$ cat src/rtl/host_bus_defs.svh
// Offsets, field positions, reset values and timing counts of the host pin logic
`ifndef HOST_BUS_DEFS_SVH
`define HOST_BUS_DEFS_SVH
`define CLK_PERIOD_NS 25
`define RST_FILTER_NS 100
`define RST_FILTER_CYCLES ((`RST_FILTER_NS + `CLK_PERIOD_NS - 1) / `CLK_PERIOD_NS)
`define OFS_CONFIG 6'h00
`define OFS_BASE 6'h04
`define OFS_IRQ_STATUS 6'h08
`define OFS_IRQ_MASK 6'h0c
`define OFS_CARD 6'h10
`define OFS_DATA_BIT 5
`define CFG_MODE_LSB 0
`define CFG_SEL_LSB 2
`define CFG_WIDE_BIT 4
`define CFG_HIRQ_BIT 5
`define CFG_RESET 6'h10
`define BASE_RESET 12'h030
`define EV_HOST_WRITE 0
`define EV_HOST_READ 1
`define EV_HOST_RESET 2
`define EV_CARD_OPT 3
`define EV_COUNT 4
`define CARD_STATUS_LSB 8
`endif

$ cat src/rtl/host_bus_pkg.sv
// Types shared by the host pin logic
package host_bus_pkg;
  typedef enum logic [1:0] {
    mode_local_type_v = 2'h0,
    mode_card_type_v = 2'h1,
    mode_strobe_type_v = 2'h2
  } bus_mode_type;
endpackage

$ cat src/rtl/reset_glitch_filter.sv
// Glitch filter for the active-high host reset pin
`timescale 1ns/1ps
`default_nettype none
`include "host_bus_defs.svh"
module reset_glitch_filter #(
  parameter int unsigned MIN_CYCLES = `RST_FILTER_CYCLES
) (
  // Clock and reset
  input wire logic clk,
  input wire logic sys_rst,
  // Raw pin and filtered result
  input wire logic raw_reset,
  output logic filtered_ff
);
  logic [7:0] count_ff;
  logic [7:0] nxt_count;
  logic nxt_filtered;

  // Count consecutive high samples; any low sample restarts the count
  always_comb begin
    nxt_count = 8'h00;
    nxt_filtered = 1'b0;
    if (raw_reset) begin
      nxt_count = (count_ff == MIN_CYCLES[7:0]) ? count_ff : count_ff + 8'h01;
      nxt_filtered = (count_ff >= MIN_CYCLES[7:0] - 8'h01);
    end
  end

  // Registers
  always_ff @(posedge clk) begin
    if (sys_rst) begin
      count_ff <= 8'h00;
      filtered_ff <= 1'b0;
    end else begin
      count_ff <= nxt_count;
      filtered_ff <= nxt_filtered;
    end
  end
endmodule
`default_nettype wire

$ cat src/rtl/host_bus_pin_logic.sv
// Host bus pin logic: local, card and strobe bus personalities with Avalon control
// Overview of operation
// Reset pin ignored unless high 100ns
// Sixteen bit two-way register data bus
// Strobe mode: board swaps the byte lanes
// Local: strobe falling edge latches address
// Card: write enable writes option/status registers
// Local: one selected interrupt line, others tri-stated
// Card: active-low interrupt request output
// Strobe mode: software selects interrupt line zero; the code drives whichever line irq_line_select names
// Card: acknowledge each addressed read cycle
// Local: wide select on base match
// Card: wide indication when enabled and selected
// Host drives read strobe low to read
// Strobe mode: any data strobe qualifies transfer
// Local: decode only while qualifier low
// Card: host asserts attribute/io select
// Strobe mode: host sets transfer direction
//
// Decided for this implementation: the Avalon-MM register port and the register addresses.
`timescale 1ns/1ps
`default_nettype none
`include "host_bus_defs.svh"
module host_bus_pin_logic #(
  parameter int unsigned MIN_RST_CYCLES = `RST_FILTER_CYCLES,
  parameter int unsigned DATA_WORDS = 8
) (
  // Clock and reset
  input wire logic clk,
  input wire logic sys_rst,
  // Avalon-MM slave
  input wire logic [5:0] avs_address,
  input wire logic avs_read,
  input wire logic avs_write,
  input wire logic [31:0] avs_writedata,
  output logic [31:0] avs_readdata_ff,
  output logic avs_waitrequest_ff,
  // Interrupt to the local processor
  output logic irq_ff,
  // Host control pins
  input wire logic host_reset,
  input wire logic [15:0] host_addr,
  input wire logic high_byte_enable_n,
  input wire logic addr_latch_strobe,
  input wire logic addr_qualifier,
  input wire logic io_read_n,
  input wire logic io_write_n,
  // Host data bus
  input wire logic [15:0] host_data_in,
  output logic [15:0] host_data_out_ff,
  output logic host_data_oe_ff,
  // Interrupt and acknowledge pins
  output logic [3:0] irq_line_out_ff,
  output logic [3:0] irq_line_oe_ff,
  // Open-drain wide cycle pin, driven low when enabled
  output logic wide_io_out_ff,
  output logic wide_io_oe_ff
);
  // Shared pins take their other names in the other personalities
  logic card_write_enable;
  logic attr_io_select_n;
  logic data_strobe_in;
  logic read_not_write;
  logic pin_rst_ff;
  logic rst;
  assign card_write_enable = addr_latch_strobe;
  assign attr_io_select_n = addr_qualifier;
  assign data_strobe_in = io_read_n;
  assign read_not_write = io_write_n;

  // Filtered host reset clears the pin side; the Avalon side keeps its state
  reset_glitch_filter #(
    .MIN_CYCLES(MIN_RST_CYCLES)
  ) u_rst_filter (
    .clk(clk),
    .sys_rst(sys_rst),
    .raw_reset(host_reset),
    .filtered_ff(pin_rst_ff)
  );
  assign rst = sys_rst | pin_rst_ff;

  // Matches an Avalon word offset
  function automatic logic avl_hit(input logic [5:0] addr, input logic [5:0] ofs);
    avl_hit = (addr[5:2] == ofs[5:2]);
  endfunction

  // Avalon-side registers
  logic [5:0] cfg_ff;
  logic [5:0] nxt_cfg;
  logic [11:0] base_ff;
  logic [11:0] nxt_base;
  logic [`EV_COUNT-1:0] status_ff;
  logic [`EV_COUNT-1:0] nxt_status;
  logic [`EV_COUNT-1:0] mask_ff;
  logic [`EV_COUNT-1:0] nxt_mask;
  logic [31:0] nxt_readdata;
  logic nxt_waitrequest;
  logic nxt_irq;
  logic [`EV_COUNT-1:0] events;
  logic pin_rst_prev_ff;

  // Pin-side state
  logic [15:0] addr_lat_ff;
  logic [15:0] nxt_addr_lat;
  logic hbe_lat_ff;
  logic nxt_hbe_lat;
  logic rd_prev_ff;
  logic wr_prev_ff;
  logic cwe_prev_ff;
  logic rd_act_prev_ff;
  logic [7:0] card_option_reg_ff;
  logic [7:0] card_status_reg_ff;
  logic [7:0] nxt_card_option_reg;
  logic [7:0] nxt_card_status_reg;
  logic [15:0] mem_ff [DATA_WORDS];
  logic [15:0] nxt_mem [DATA_WORDS];

  // Decoded pin state
  host_bus_pkg::bus_mode_type mode;
  logic [1:0] irq_line_select;
  logic wide_mode;
  logic host_irq;
  logic card_enable_bit;
  logic [15:0] eff_addr;
  logic eff_hbe_n;
  logic local_sel;
  logic card_sel;
  logic rd_act;
  logic wr_done;
  logic attr_wr;
  logic [2:0] word_idx;
  logic lane_lo;
  logic lane_hi;
  logic avl_ack;

  assign mode = host_bus_pkg::bus_mode_type'(cfg_ff[`CFG_MODE_LSB +: 2]);
  assign irq_line_select = cfg_ff[`CFG_SEL_LSB +: 2];
  assign wide_mode = cfg_ff[`CFG_WIDE_BIT];
  assign host_irq = cfg_ff[`CFG_HIRQ_BIT];
  assign card_enable_bit = card_option_reg_ff[0];
  assign avl_ack = (avs_read | avs_write) & ~avs_waitrequest_ff;

  // Address selection and strobe decoding for the active personality
  always_comb begin
    nxt_addr_lat = addr_latch_strobe ? host_addr : addr_lat_ff;
    nxt_hbe_lat = addr_latch_strobe ? high_byte_enable_n : hbe_lat_ff;
    eff_addr = host_addr;
    eff_hbe_n = high_byte_enable_n;
    if (mode == host_bus_pkg::mode_local_type_v) begin
      eff_addr = addr_lat_ff;
      eff_hbe_n = hbe_lat_ff;
    end
    // Qualifier high means a DMA cycle; the device must stay deaf to it
    local_sel = ~addr_qualifier && (eff_addr[15:4] == base_ff);
    card_sel = ~attr_io_select_n && card_enable_bit;
    rd_act = 1'b0;
    wr_done = 1'b0;
    attr_wr = 1'b0;
    lane_lo = ~eff_addr[0];
    lane_hi = ~eff_hbe_n | eff_addr[0];
    unique case (mode)
      host_bus_pkg::mode_local_type_v: begin
        rd_act = local_sel & ~io_read_n;
        wr_done = local_sel & io_write_n & ~wr_prev_ff;
      end
      host_bus_pkg::mode_card_type_v: begin
        rd_act = card_sel & ~io_read_n;
        wr_done = card_sel & io_write_n & ~wr_prev_ff;
        attr_wr = ~attr_io_select_n & card_write_enable & ~cwe_prev_ff;
      end
      host_bus_pkg::mode_strobe_type_v: begin
        // Strobe low qualifies; direction taken at the strobe
        rd_act = ~data_strobe_in & read_not_write;
        wr_done = data_strobe_in & ~rd_prev_ff & ~wr_prev_ff;
        lane_lo = 1'b1;
        lane_hi = 1'b1;
      end
      default: begin
        rd_act = 1'b0;
      end
    endcase
    word_idx = eff_addr[3:1];
  end

  // Pin-side edge and address latch registers
  always_ff @(posedge clk) begin
    if (rst) begin
      addr_lat_ff <= 16'h0000;
      hbe_lat_ff <= 1'b1;
      rd_prev_ff <= 1'b1;
      wr_prev_ff <= 1'b1;
      cwe_prev_ff <= 1'b1;
      rd_act_prev_ff <= 1'b0;
    end else begin
      addr_lat_ff <= nxt_addr_lat;
      hbe_lat_ff <= nxt_hbe_lat;
      rd_prev_ff <= io_read_n;
      wr_prev_ff <= io_write_n;
      cwe_prev_ff <= card_write_enable;
      rd_act_prev_ff <= rd_act;
    end
  end

  // Data words: host pin writes take priority over Avalon writes
  always_comb begin
    for (int i = 0; i < DATA_WORDS; i++) begin
      nxt_mem[i] = mem_ff[i];
    end
    if (avl_ack && avs_write && avs_address[`OFS_DATA_BIT]) begin
      nxt_mem[avs_address[4:2]] = avs_writedata[15:0];
    end
    if (wr_done) begin
      if (lane_lo) begin
        nxt_mem[word_idx][7:0] = host_data_in[7:0];
      end
      if (lane_hi) begin
        nxt_mem[word_idx][15:8] = host_data_in[15:8];
      end
    end
    nxt_card_option_reg = card_option_reg_ff;
    nxt_card_status_reg = card_status_reg_ff;
    if (attr_wr && !eff_addr[1]) begin
      nxt_card_option_reg = host_data_in[7:0];
    end
    if (attr_wr && eff_addr[1]) begin
      nxt_card_status_reg = host_data_in[7:0];
    end
  end

  // Data word and card register storage
  always_ff @(posedge clk) begin
    if (rst) begin
      for (int i = 0; i < DATA_WORDS; i++) begin
        mem_ff[i] <= 16'h0000;
      end
      card_option_reg_ff <= 8'h00;
      card_status_reg_ff <= 8'h00;
    end else begin
      for (int i = 0; i < DATA_WORDS; i++) begin
        mem_ff[i] <= nxt_mem[i];
      end
      card_option_reg_ff <= nxt_card_option_reg;
      card_status_reg_ff <= nxt_card_status_reg;
    end
  end

  // Avalon slave: one wait state, status cleared by the accepted read
  always_comb begin
    events = '0;
    events[`EV_HOST_WRITE] = wr_done | attr_wr;
    events[`EV_HOST_READ] = rd_act & ~rd_act_prev_ff;
    events[`EV_HOST_RESET] = pin_rst_ff & ~pin_rst_prev_ff;
    events[`EV_CARD_OPT] = attr_wr;
    nxt_cfg = cfg_ff;
    nxt_base = base_ff;
    nxt_mask = mask_ff;
    nxt_status = status_ff;
    if (avl_ack && avs_write) begin
      if (avl_hit(avs_address, `OFS_CONFIG)) begin
        nxt_cfg = avs_writedata[5:0];
      end
      if (avl_hit(avs_address, `OFS_BASE)) begin
        nxt_base = avs_writedata[11:0];
      end
      if (avl_hit(avs_address, `OFS_IRQ_MASK)) begin
        nxt_mask = avs_writedata[`EV_COUNT-1:0];
      end
    end
    if (avl_ack && avs_read && avl_hit(avs_address, `OFS_IRQ_STATUS)) begin
      nxt_status = status_ff & ~avs_readdata_ff[`EV_COUNT-1:0]; // Only reported bits
    end
    // Set wins: an event during the read's wait or clearing cycle survives
    nxt_status = nxt_status | events;
    nxt_readdata = 32'h0000_0000;
    if (avs_address[`OFS_DATA_BIT]) begin
      nxt_readdata = {16'h0000, mem_ff[avs_address[4:2]]};
    end else if (avl_hit(avs_address, `OFS_CONFIG)) begin
      nxt_readdata = {26'h0000000, cfg_ff};
    end else if (avl_hit(avs_address, `OFS_BASE)) begin
      nxt_readdata = {20'h00000, base_ff};
    end else if (avl_hit(avs_address, `OFS_IRQ_STATUS)) begin
      nxt_readdata = {28'h0000000, status_ff};
    end else if (avl_hit(avs_address, `OFS_IRQ_MASK)) begin
      nxt_readdata = {28'h0000000, mask_ff};
    end else if (avl_hit(avs_address, `OFS_CARD)) begin
      nxt_readdata = {16'h0000, card_status_reg_ff, card_option_reg_ff};
    end
    nxt_waitrequest = ~((avs_read | avs_write) & avs_waitrequest_ff);
    nxt_irq = |(nxt_status & nxt_mask);
  end

  // Avalon-side registers
  always_ff @(posedge clk) begin
    if (sys_rst) begin
      cfg_ff <= `CFG_RESET;
      base_ff <= `BASE_RESET;
      status_ff <= '0;
      mask_ff <= '0;
      avs_readdata_ff <= 32'h0000_0000;
      avs_waitrequest_ff <= 1'b1;
      irq_ff <= 1'b0;
      pin_rst_prev_ff <= 1'b0;
    end else begin
      cfg_ff <= nxt_cfg;
      base_ff <= nxt_base;
      status_ff <= nxt_status;
      mask_ff <= nxt_mask;
      avs_readdata_ff <= nxt_readdata;
      avs_waitrequest_ff <= nxt_waitrequest;
      irq_ff <= nxt_irq;
      pin_rst_prev_ff <= pin_rst_ff;
    end
  end

  // Host-facing pin drivers
  logic [15:0] nxt_data_out;
  logic nxt_data_oe;
  logic [3:0] nxt_line_out;
  logic [3:0] nxt_line_oe;
  logic nxt_wide_oe;
  // Next pin values for the active personality
  always_comb begin
    nxt_data_out = mem_ff[word_idx];
    nxt_data_oe = rd_act;
    nxt_wide_oe = 1'b0;
    for (int i = 0; i < 4; i++) begin
      // In local and strobe modes only the selected line drives; the rest float for other cards
      nxt_line_out[i] = host_irq;
      nxt_line_oe[i] = (irq_line_select == i[1:0]);
    end
    unique case (mode)
      host_bus_pkg::mode_local_type_v: begin
        nxt_wide_oe = wide_mode & local_sel;
      end
      host_bus_pkg::mode_card_type_v: begin
        nxt_wide_oe = wide_mode & card_enable_bit & ~attr_io_select_n;
        nxt_line_out[0] = ~host_irq;
        nxt_line_oe[0] = 1'b1;
        nxt_line_out[1] = ~rd_act;
        nxt_line_oe[1] = 1'b1;
        nxt_line_oe[2] = 1'b0;
        nxt_line_oe[3] = 1'b0;
      end
      host_bus_pkg::mode_strobe_type_v: begin
        nxt_wide_oe = 1'b0;
      end
      default: begin
        nxt_wide_oe = 1'b0;
      end
    endcase
  end

  // Pin output registers
  always_ff @(posedge clk) begin
    if (rst) begin
      host_data_out_ff <= 16'h0000;
      host_data_oe_ff <= 1'b0;
      irq_line_out_ff <= 4'h0;
      irq_line_oe_ff <= 4'h0;
      wide_io_out_ff <= 1'b0;
      wide_io_oe_ff <= 1'b0;
    end else begin
      host_data_out_ff <= nxt_data_out;
      host_data_oe_ff <= nxt_data_oe;
      irq_line_out_ff <= nxt_line_out;
      irq_line_oe_ff <= nxt_line_oe;
      wide_io_out_ff <= 1'b0;
      wide_io_oe_ff <= nxt_wide_oe;
    end
  end
endmodule
`default_nettype wire

$ cat config.mk
export PLATFORM = sky130hd
export DESIGN_NAME = host_bus_pin_logic
export DESIGN_NICKNAME = d
export VERILOG_FILES = /design/src/rtl/host_bus_pkg.sv /design/src/rtl/reset_glitch_filter.sv /design/src/rtl/host_bus_pin_logic.sv
export VERILOG_INCLUDE_DIRS = /design/src /design/src/rtl
export SDC_FILE = /design/constraint.sdc
export NUM_CORES = 1
export LEC_CHECK = 0
export BUFFER_PORTS_ARGS = -buffer_cell sky130_fd_sc_hd__clkbuf_2
export CAP_MARGIN = 20
export CELL_PAD_IN_SITES_DETAIL_PLACEMENT = 0
export CELL_PAD_IN_SITES_GLOBAL_PLACEMENT = 2
export CORE_UTILIZATION = 38
export DETAILED_ROUTE_END_ITERATION = 10
export PLACE_DENSITY_LB_ADDON = 0.3
export SLEW_MARGIN = 20
export SYNTH_ARGS = -nofsm -noshare
export SYNTH_HDL_FRONTEND = slang
export SYNTH_SLANG_ARGS = --single-unit
$ cat constraint.sdc
create_clock -name clk -period 3.4 [get_ports clk]
set_input_delay 0.51 -clock clk [delete_from_list [all_inputs] [get_ports clk]]
set_output_delay 0.51 -clock clk [all_outputs]
set_load 0.01 [all_outputs]
# Yosys cells after proc, flatten, opt, wreduce, memory -nomap -nowiden
# Memory sizes are Yosys's and may differ from the RTL's. A register that Yosys moved wholly into a read port is not among the register bits.
# Index checks and enable logic that the tools add are counted.
# word_totals
ff_bits	115
ramBits	128
inputBits	80
output_inout_bits	61
memories	1
# op_classes
n_addsub	1
order_cmp	5
n_eq_ne	11
muxes	44
bitwise	50
n_reduce_logical	20
# memory_table
name	depth	word_bits	rd	rd_clocked_by_memory_dff	wr	line	text
mem_ff	8	16	10	1	8	host_bus_pin_logic.sv:115	logic [15:0] mem_ff [DATA_WORDS];
# ops
cell	n
$mux W128	5
$bwmux W128	3
$mux W16	17
$demux W16 S3	3
$and A1 B1 Y1	18
$not A1 Y1	14
$eq A12 B12 Y1	1
$mux W4	3
$or A1 B1 Y1	12
$logic_and A1 B1 Y1	10
$add A8 B1 Y8 const B	1
$and A4 B4 Y4	2
$eq A4 B2 Y1 const B	2
$eq A8 B3 Y1 const B	1
$ge A4 B4 Y1 const B	2
$ge A8 B2 Y1 const B	1
$lt A4 B1 Y1 const B	2
$mux W8	1
$not A3 Y4	2
$mux W1	7
$eq A2 B2 Y1 const B	3
$pmux W1 S3	2
$reduce_or A6 Y1	1
$eq A2 B1 Y1 const B	2
12 further kinds	16

# Logic depth before layout (Yosys ltp)
# logic_depth
ltp_word	14
ltp_mapped	12

# Cells and area by module
# A second synthesis with hierarchy kept.
# unflattened
hier_cells	1380
hier_area_um2	13259.0
# modules_own_cells
module	instances	cells_each	area_per_inst_um2	seq_area_each_um2
host_bus_pin_logic	1	1332	12837.3	4684.5
reset_glitch_filter	1	48	421.7	180.2

# Worst setup path after synthesis
# Ideal clock, no wire load.
# synth_path
path_kind	flip-flop to flip-flop
start	register cfg_ff[0]
end	memory mem_ff[2][10]
arrival_time_ns	2.534
t_required_ns	3.328
path_slack_ns	0.794
path_stages_with_launch	12
cell_sequence	dfxtp_1 > inv_1 > ha_1 > buf_6 > mux2i_1 > xnor2_1 > or4_4 > nor4_4 > buf_8 > a31o_4 > buf_12 > mux2i_1
# synth_rtl
item	line	text
from (decl)	host_bus_pin_logic.sv:88	logic [5:0] cfg_ff;
from (signal assigned)	host_bus_pin_logic.sv:295	cfg_ff <= `CFG_RESET;
from (signal assigned)	host_bus_pin_logic.sv:304	cfg_ff <= nxt_cfg;
to (decl)	host_bus_pin_logic.sv:115	

# Final worst setup path
# layout_path
start	register cfg_ff[0]
end	register irq_ff
# layout_via
elab_chain_cells	11
word_cells_on_any_way	17
classes_between	eq/ne: 3; mux: 4; bitwise: 7; reduce/logical: 3
# layout_rtl
item	line	text
$logic_not A2 Y1	host_bus_pin_logic.sv:149, host_bus_pin_logic.sv:161	
$mux W16	host_bus_pin_logic.sv:149	if (mode == host_bus_pkg::mode_local_type_v) begin
$eq A12 B12 Y1	host_bus_pin_logic.sv:154	local_sel = ~addr_qualifier && (eff_addr[15:4] == base_ff);
$logic_and A1 B1 Y1	host_bus_pin_logic.sv:154	
$and A1 B1 Y1 (2 in a row)	host_bus_pin_logic.sv:164	wr_done = local_sel & io_write_n & ~wr_prev_ff;
$pmux W1 S3	host_bus_pin_logic.sv:161	unique case (mode)
$or A1 B1 Y1	host_bus_pin_logic.sv:250	events[`EV_HOST_WRITE] = wr_done | attr_wr;
$or A4 B4 Y4 *	host_bus_pin_logic.sv:273	nxt_status = nxt_status | events;
$and A4 B4 Y4 *	host_bus_pin_logic.sv:289	nxt_irq = |(nxt_status & nxt_mask);
$reduce_or A4 Y1 *	host_bus_pin_logic.sv:289	
to (signal assigned)	host_bus_pin_logic.sv:310	irq_ff <= nxt_irq;
to (decl)	host_bus_pin_logic.sv:39	output logic irq_ff,
# Mark *: on every way between the ends. The rest lies on a longest branch, timed or not.
# A chain may end at the register's enable or synchronous reset.

==> metrics.csv <==
stage,metric,value,unit
timing,final period demand of the worst path,3190,ps
final_layout,final cell count without fillers,1944,
final_layout,share of layout cells above drive strength 1,27.7,%
timing,RSZ-0062 raised after global routing,false,
timing,Pins Over Slew Limit,0,
die,area of the die,35300,sq um
critical_path,startpoint types,flop,
route,DR WL/cell,22.8,microns
grt,vias in the first global route,10800,
clock_tree,TritonCTS clock tree,yes,
die,core area,33800,sq um
timing,Fin. Hold Viols,0,
route,WL met1,20300,microns
route,met3 wire len,2630,microns
timing,clock skew,7.74,ps
route,Routed Antenna Nets,0,
logic_synthesis,mapped cell area,13100,sq um
power,Pwr Density,428,nW/um^2
clock_tree,CTS sink cnt,243,
final_layout,post-route cell area,15200,sq um
logic_synthesis,Yosys Warn Count,0,
critical_path,r2r startpoint,cfg_ff[0],
logic_synthesis,Post-synth ARST share,0,%
critical_path,RR Endpoint,irq_ff,
clock_tree,hold-fix buffers at CTS,0,
logic_synthesis,post-synthesis cell count,1368,
route,vias,10900,
critical_path,critical path arrival,3690,ps
route,1st-pass router iterations,5,
route,via/cell ratio,5.61,
timing,Slew headroom,39.7,%
critical_path,CP required,3890,ps
timing,setup violators final,0,
logic_synthesis,Mean Syn Cell Area,9.60,sq um
critical_path,CP Class,reg2reg,
grt,pin count of the biggest net entering global routing,109,
route,WL final,44400,microns
die,# rows,67,
run_status,status,finished clean,
timing,setup TNS,0,ps
route,drt drc,0,
critical_path,cells on worst reg2reg path,10,
logic_synthesis,Synth Flop Type,dfxtp_1,
clock_tree,clock slew at reported path FFs,60,ps
grt,Total GRT Usage,24.9,%
logic_synthesis,sequential-to-total area share from yosys stat,37.1,%
die,Initial Utilization,38.9,%
worst_hold_path,Worst Hold Launch,avs_read,
critical_path,R2R setup slack,210,ps
clock_tree,Num CTS Buffers,28,
timing,crit share post-route,93.9,%
logic_synthesis,"Distinct cells, synth",69,
final_layout,nets@finish,1561,
logic_synthesis,number of flops mapped to enable cells by yosys,0,
clock_tree,Max clock buf depth,3,
logic_synthesis,"FF+latch count, synth",243,
die,Die Ht,188,microns
placed_design,HPWL Detailed,31000,microns
final_layout,area delta synth->final,16.1,%
power,Leak,6.74,nW
timing,FMAX,313,MHz
grt,initial antenna violation count,1,
placed_design,IO Port Bufs,105,
placed_design,"Cell Area, Placed",14300,sq um
final_layout,ANT cells,0,
worst_hold_path,Worst Hold Class,in2reg,
grt,first-pass GRT wire length,67000,microns
worst_hold_path,worst hold endpoint,avs_waitrequest_ff,
die,Die X-Extent,188,microns
route,wire length on met2,20400,microns
route,Iteration-0 DRC Markers,966,
flow_run,# Max-Cap Violations,0,
critical_path,Crit Path Max Fanout,21,
worst_hold_path,hold path cells,2,
final_layout,fillers,3289,
clock_tree,later-pin clock latency in the skew report,550,ps
final_layout,Register Area,4860,sq um
grt,grt total ovfl,0,
die,I/O pin cnt,141,
critical_path,Setup crit end kind,flop,
route,Top Metal Used,met5,
clock_tree,Root Driver,clkbuf_16,
timing,Least-Margin Pin Slew,897,ps
power,Max VDD drop,0.351,mV
clock_tree,H-Tree Level Count,1,
placed_design,number of instances in the placed design,1893,
placed_design,gpl congestion,0.838,
final_layout,multi-input gate area in the final layout,7780,sq um
==> routing by layer <==
metal  up-vias  global-route usage (%)
li1       5143                       -
met1      5353                    34.0
met2       336                    40.5
met3        73                    3.72
met4         4                    6.82
met5         -                    1.37
==> Yosys cell counts, types with 3 or more instances <==
library cell  number  area (sq um)
nor2_1            87           327
nand3b_1           7          52.6
a22o_1            14           123
a221oi_1           7          61.3
clkbuf_1          62           233
o21ai_0           11          55.1
a22oi_1           67           503
o221ai_1           6          52.6
nor2b_1            9          56.3
o21ai_2            4          35.0
nand3_1           41           205
nand4_1            3          18.8
and3_1             5          31.3
ha_1               6          75.1
nand2_1          223           837
a222oi_1           4          40.0
buf_2             14          70.1
inv_1             10          37.5
buf_1             10          37.5
o22ai_1            4          25.0
a41oi_1           10          87.6
mux4_2            18           405
or3b_2             3          26.3
buf_4             18           135
dfxtp_1          243          4860
and2_1             3          18.8
nor3_1             3          15.0
o21ai_4            4          65.1
a21oi_1           52           260
or3_1              4          25.0
a31oi_4            7           149
nor4_1             3          18.8
xor2_1            12           105
xnor2_1            8          70.1
mux2i_1          188          1880
a31oi_1            8          50.1
mux2_2           145          1630
a211oi_1           6          45.0
==> worst max-delay path: stages, from the launching register on <==
cell and delay (ps):
dfxtp_1 350, inv_1 100, ha_2 340, buf_4 350, mux2i_1 290, xnor2_1 100
or4_1 450, o41ai_1 590, buf_4 210, a32o_1 210, a211o_1 140
==> cells in the final DEF (no fill, tap or decap), types with 11 or more instances in the layout <==
cell type / n
buf_4: 60
nand3_1: 41
a22o_1: 14
o21ai_0: 11
dfxtp_1: 243
mux2i_1: 187
a22oi_1: 67
clkbuf_16: 29
conb_1: 17
xor2_1: 12
nand2_1: 223
mux2_2: 145
mux4_2: 18
a21oi_1: 48
nor2_1: 84
clkbuf_2: 104
==> flip-flops by register name, indices dropped and copies added, names as in the netlist, 3 cells and up <==
register	count
status_ff	4
avs_readdata_ff	16
cfg_ff	6
card_status_reg_ff	8
card_option_reg_ff	8
mask_ff	4
addr_lat_ff	16
base_ff	12
irq_line_out_ff	3
irq_line_oe_ff	4
host_data_out_ff	16
u_rst_filter.count_ff	8
mem_ff	128
==> logic make-up after synthesis <==
family          Yosys count  synth area share, %
fa+ha+maj                 6                0.572
mux                     351                 29.9
other cells               1               0.0286
simple gates            408                 13.7
compound gates          220                 13.0
flops                   243                 37.1
xor+xnor                 20                 1.33
buf+inv                 119                 4.45
==> how the worst max path moves through the flow <==
stage / startpoint / end / slack (ps) / depth (start not counted)
CTS: cfg_ff[0] / irq_ff / 90 / 10
finish: cfg_ff[0] / irq_ff / 210 / 10
global route: cfg_ff[0] / mem_ff[6][11] / 70 / 10
floorplan: cfg_ff[0] / mem_ff[2][10] / 790 / 11
detailed placement: cfg_ff[0] / irq_ff / 110 / 10
global placement: cfg_ff[0] / irq_ff / 80 / 10
==> timing repair <==
item | 4_1_cts | 5_1_grt
resized for setup | 0 | 1
buffers inserted | 0 | 0
endpoints found under the setup margin | 0 | 58
hold endpoints to repair | 0 | 0
==> per-stage QoR <==
stage	hold WS, ps	utilization, %	total power [mW]	worst slack [ps]
after floorplan	422	-	3.28	794
after global placement	425	42.4	3.51	79.4
after detailed placement	435	42.4	3.52	106
after CTS	164	45.1	6.57	90.7
after global routing	172	45.1	6.73	66.7
final	176	45.1	6.52	206
==> final cells by class <==
cell class	instances	share of cell area, %
multi-input cells	1022	51.0
inverters	10	0.246
clock buffers	44	5.52
repair buffers	170	7.06
clock inverters	7	0.558
flip-flops and latches	243	31.9
well taps	448	3.68
==> power by group <==
part	leakage, nW	switching (mW)	internal [mW]
Clock	0.459	1.22	1.84
Combinational	4.32	0.382	0.177
Sequential	1.96	0.0215	2.88
Power figures use the tool's default switching activity.
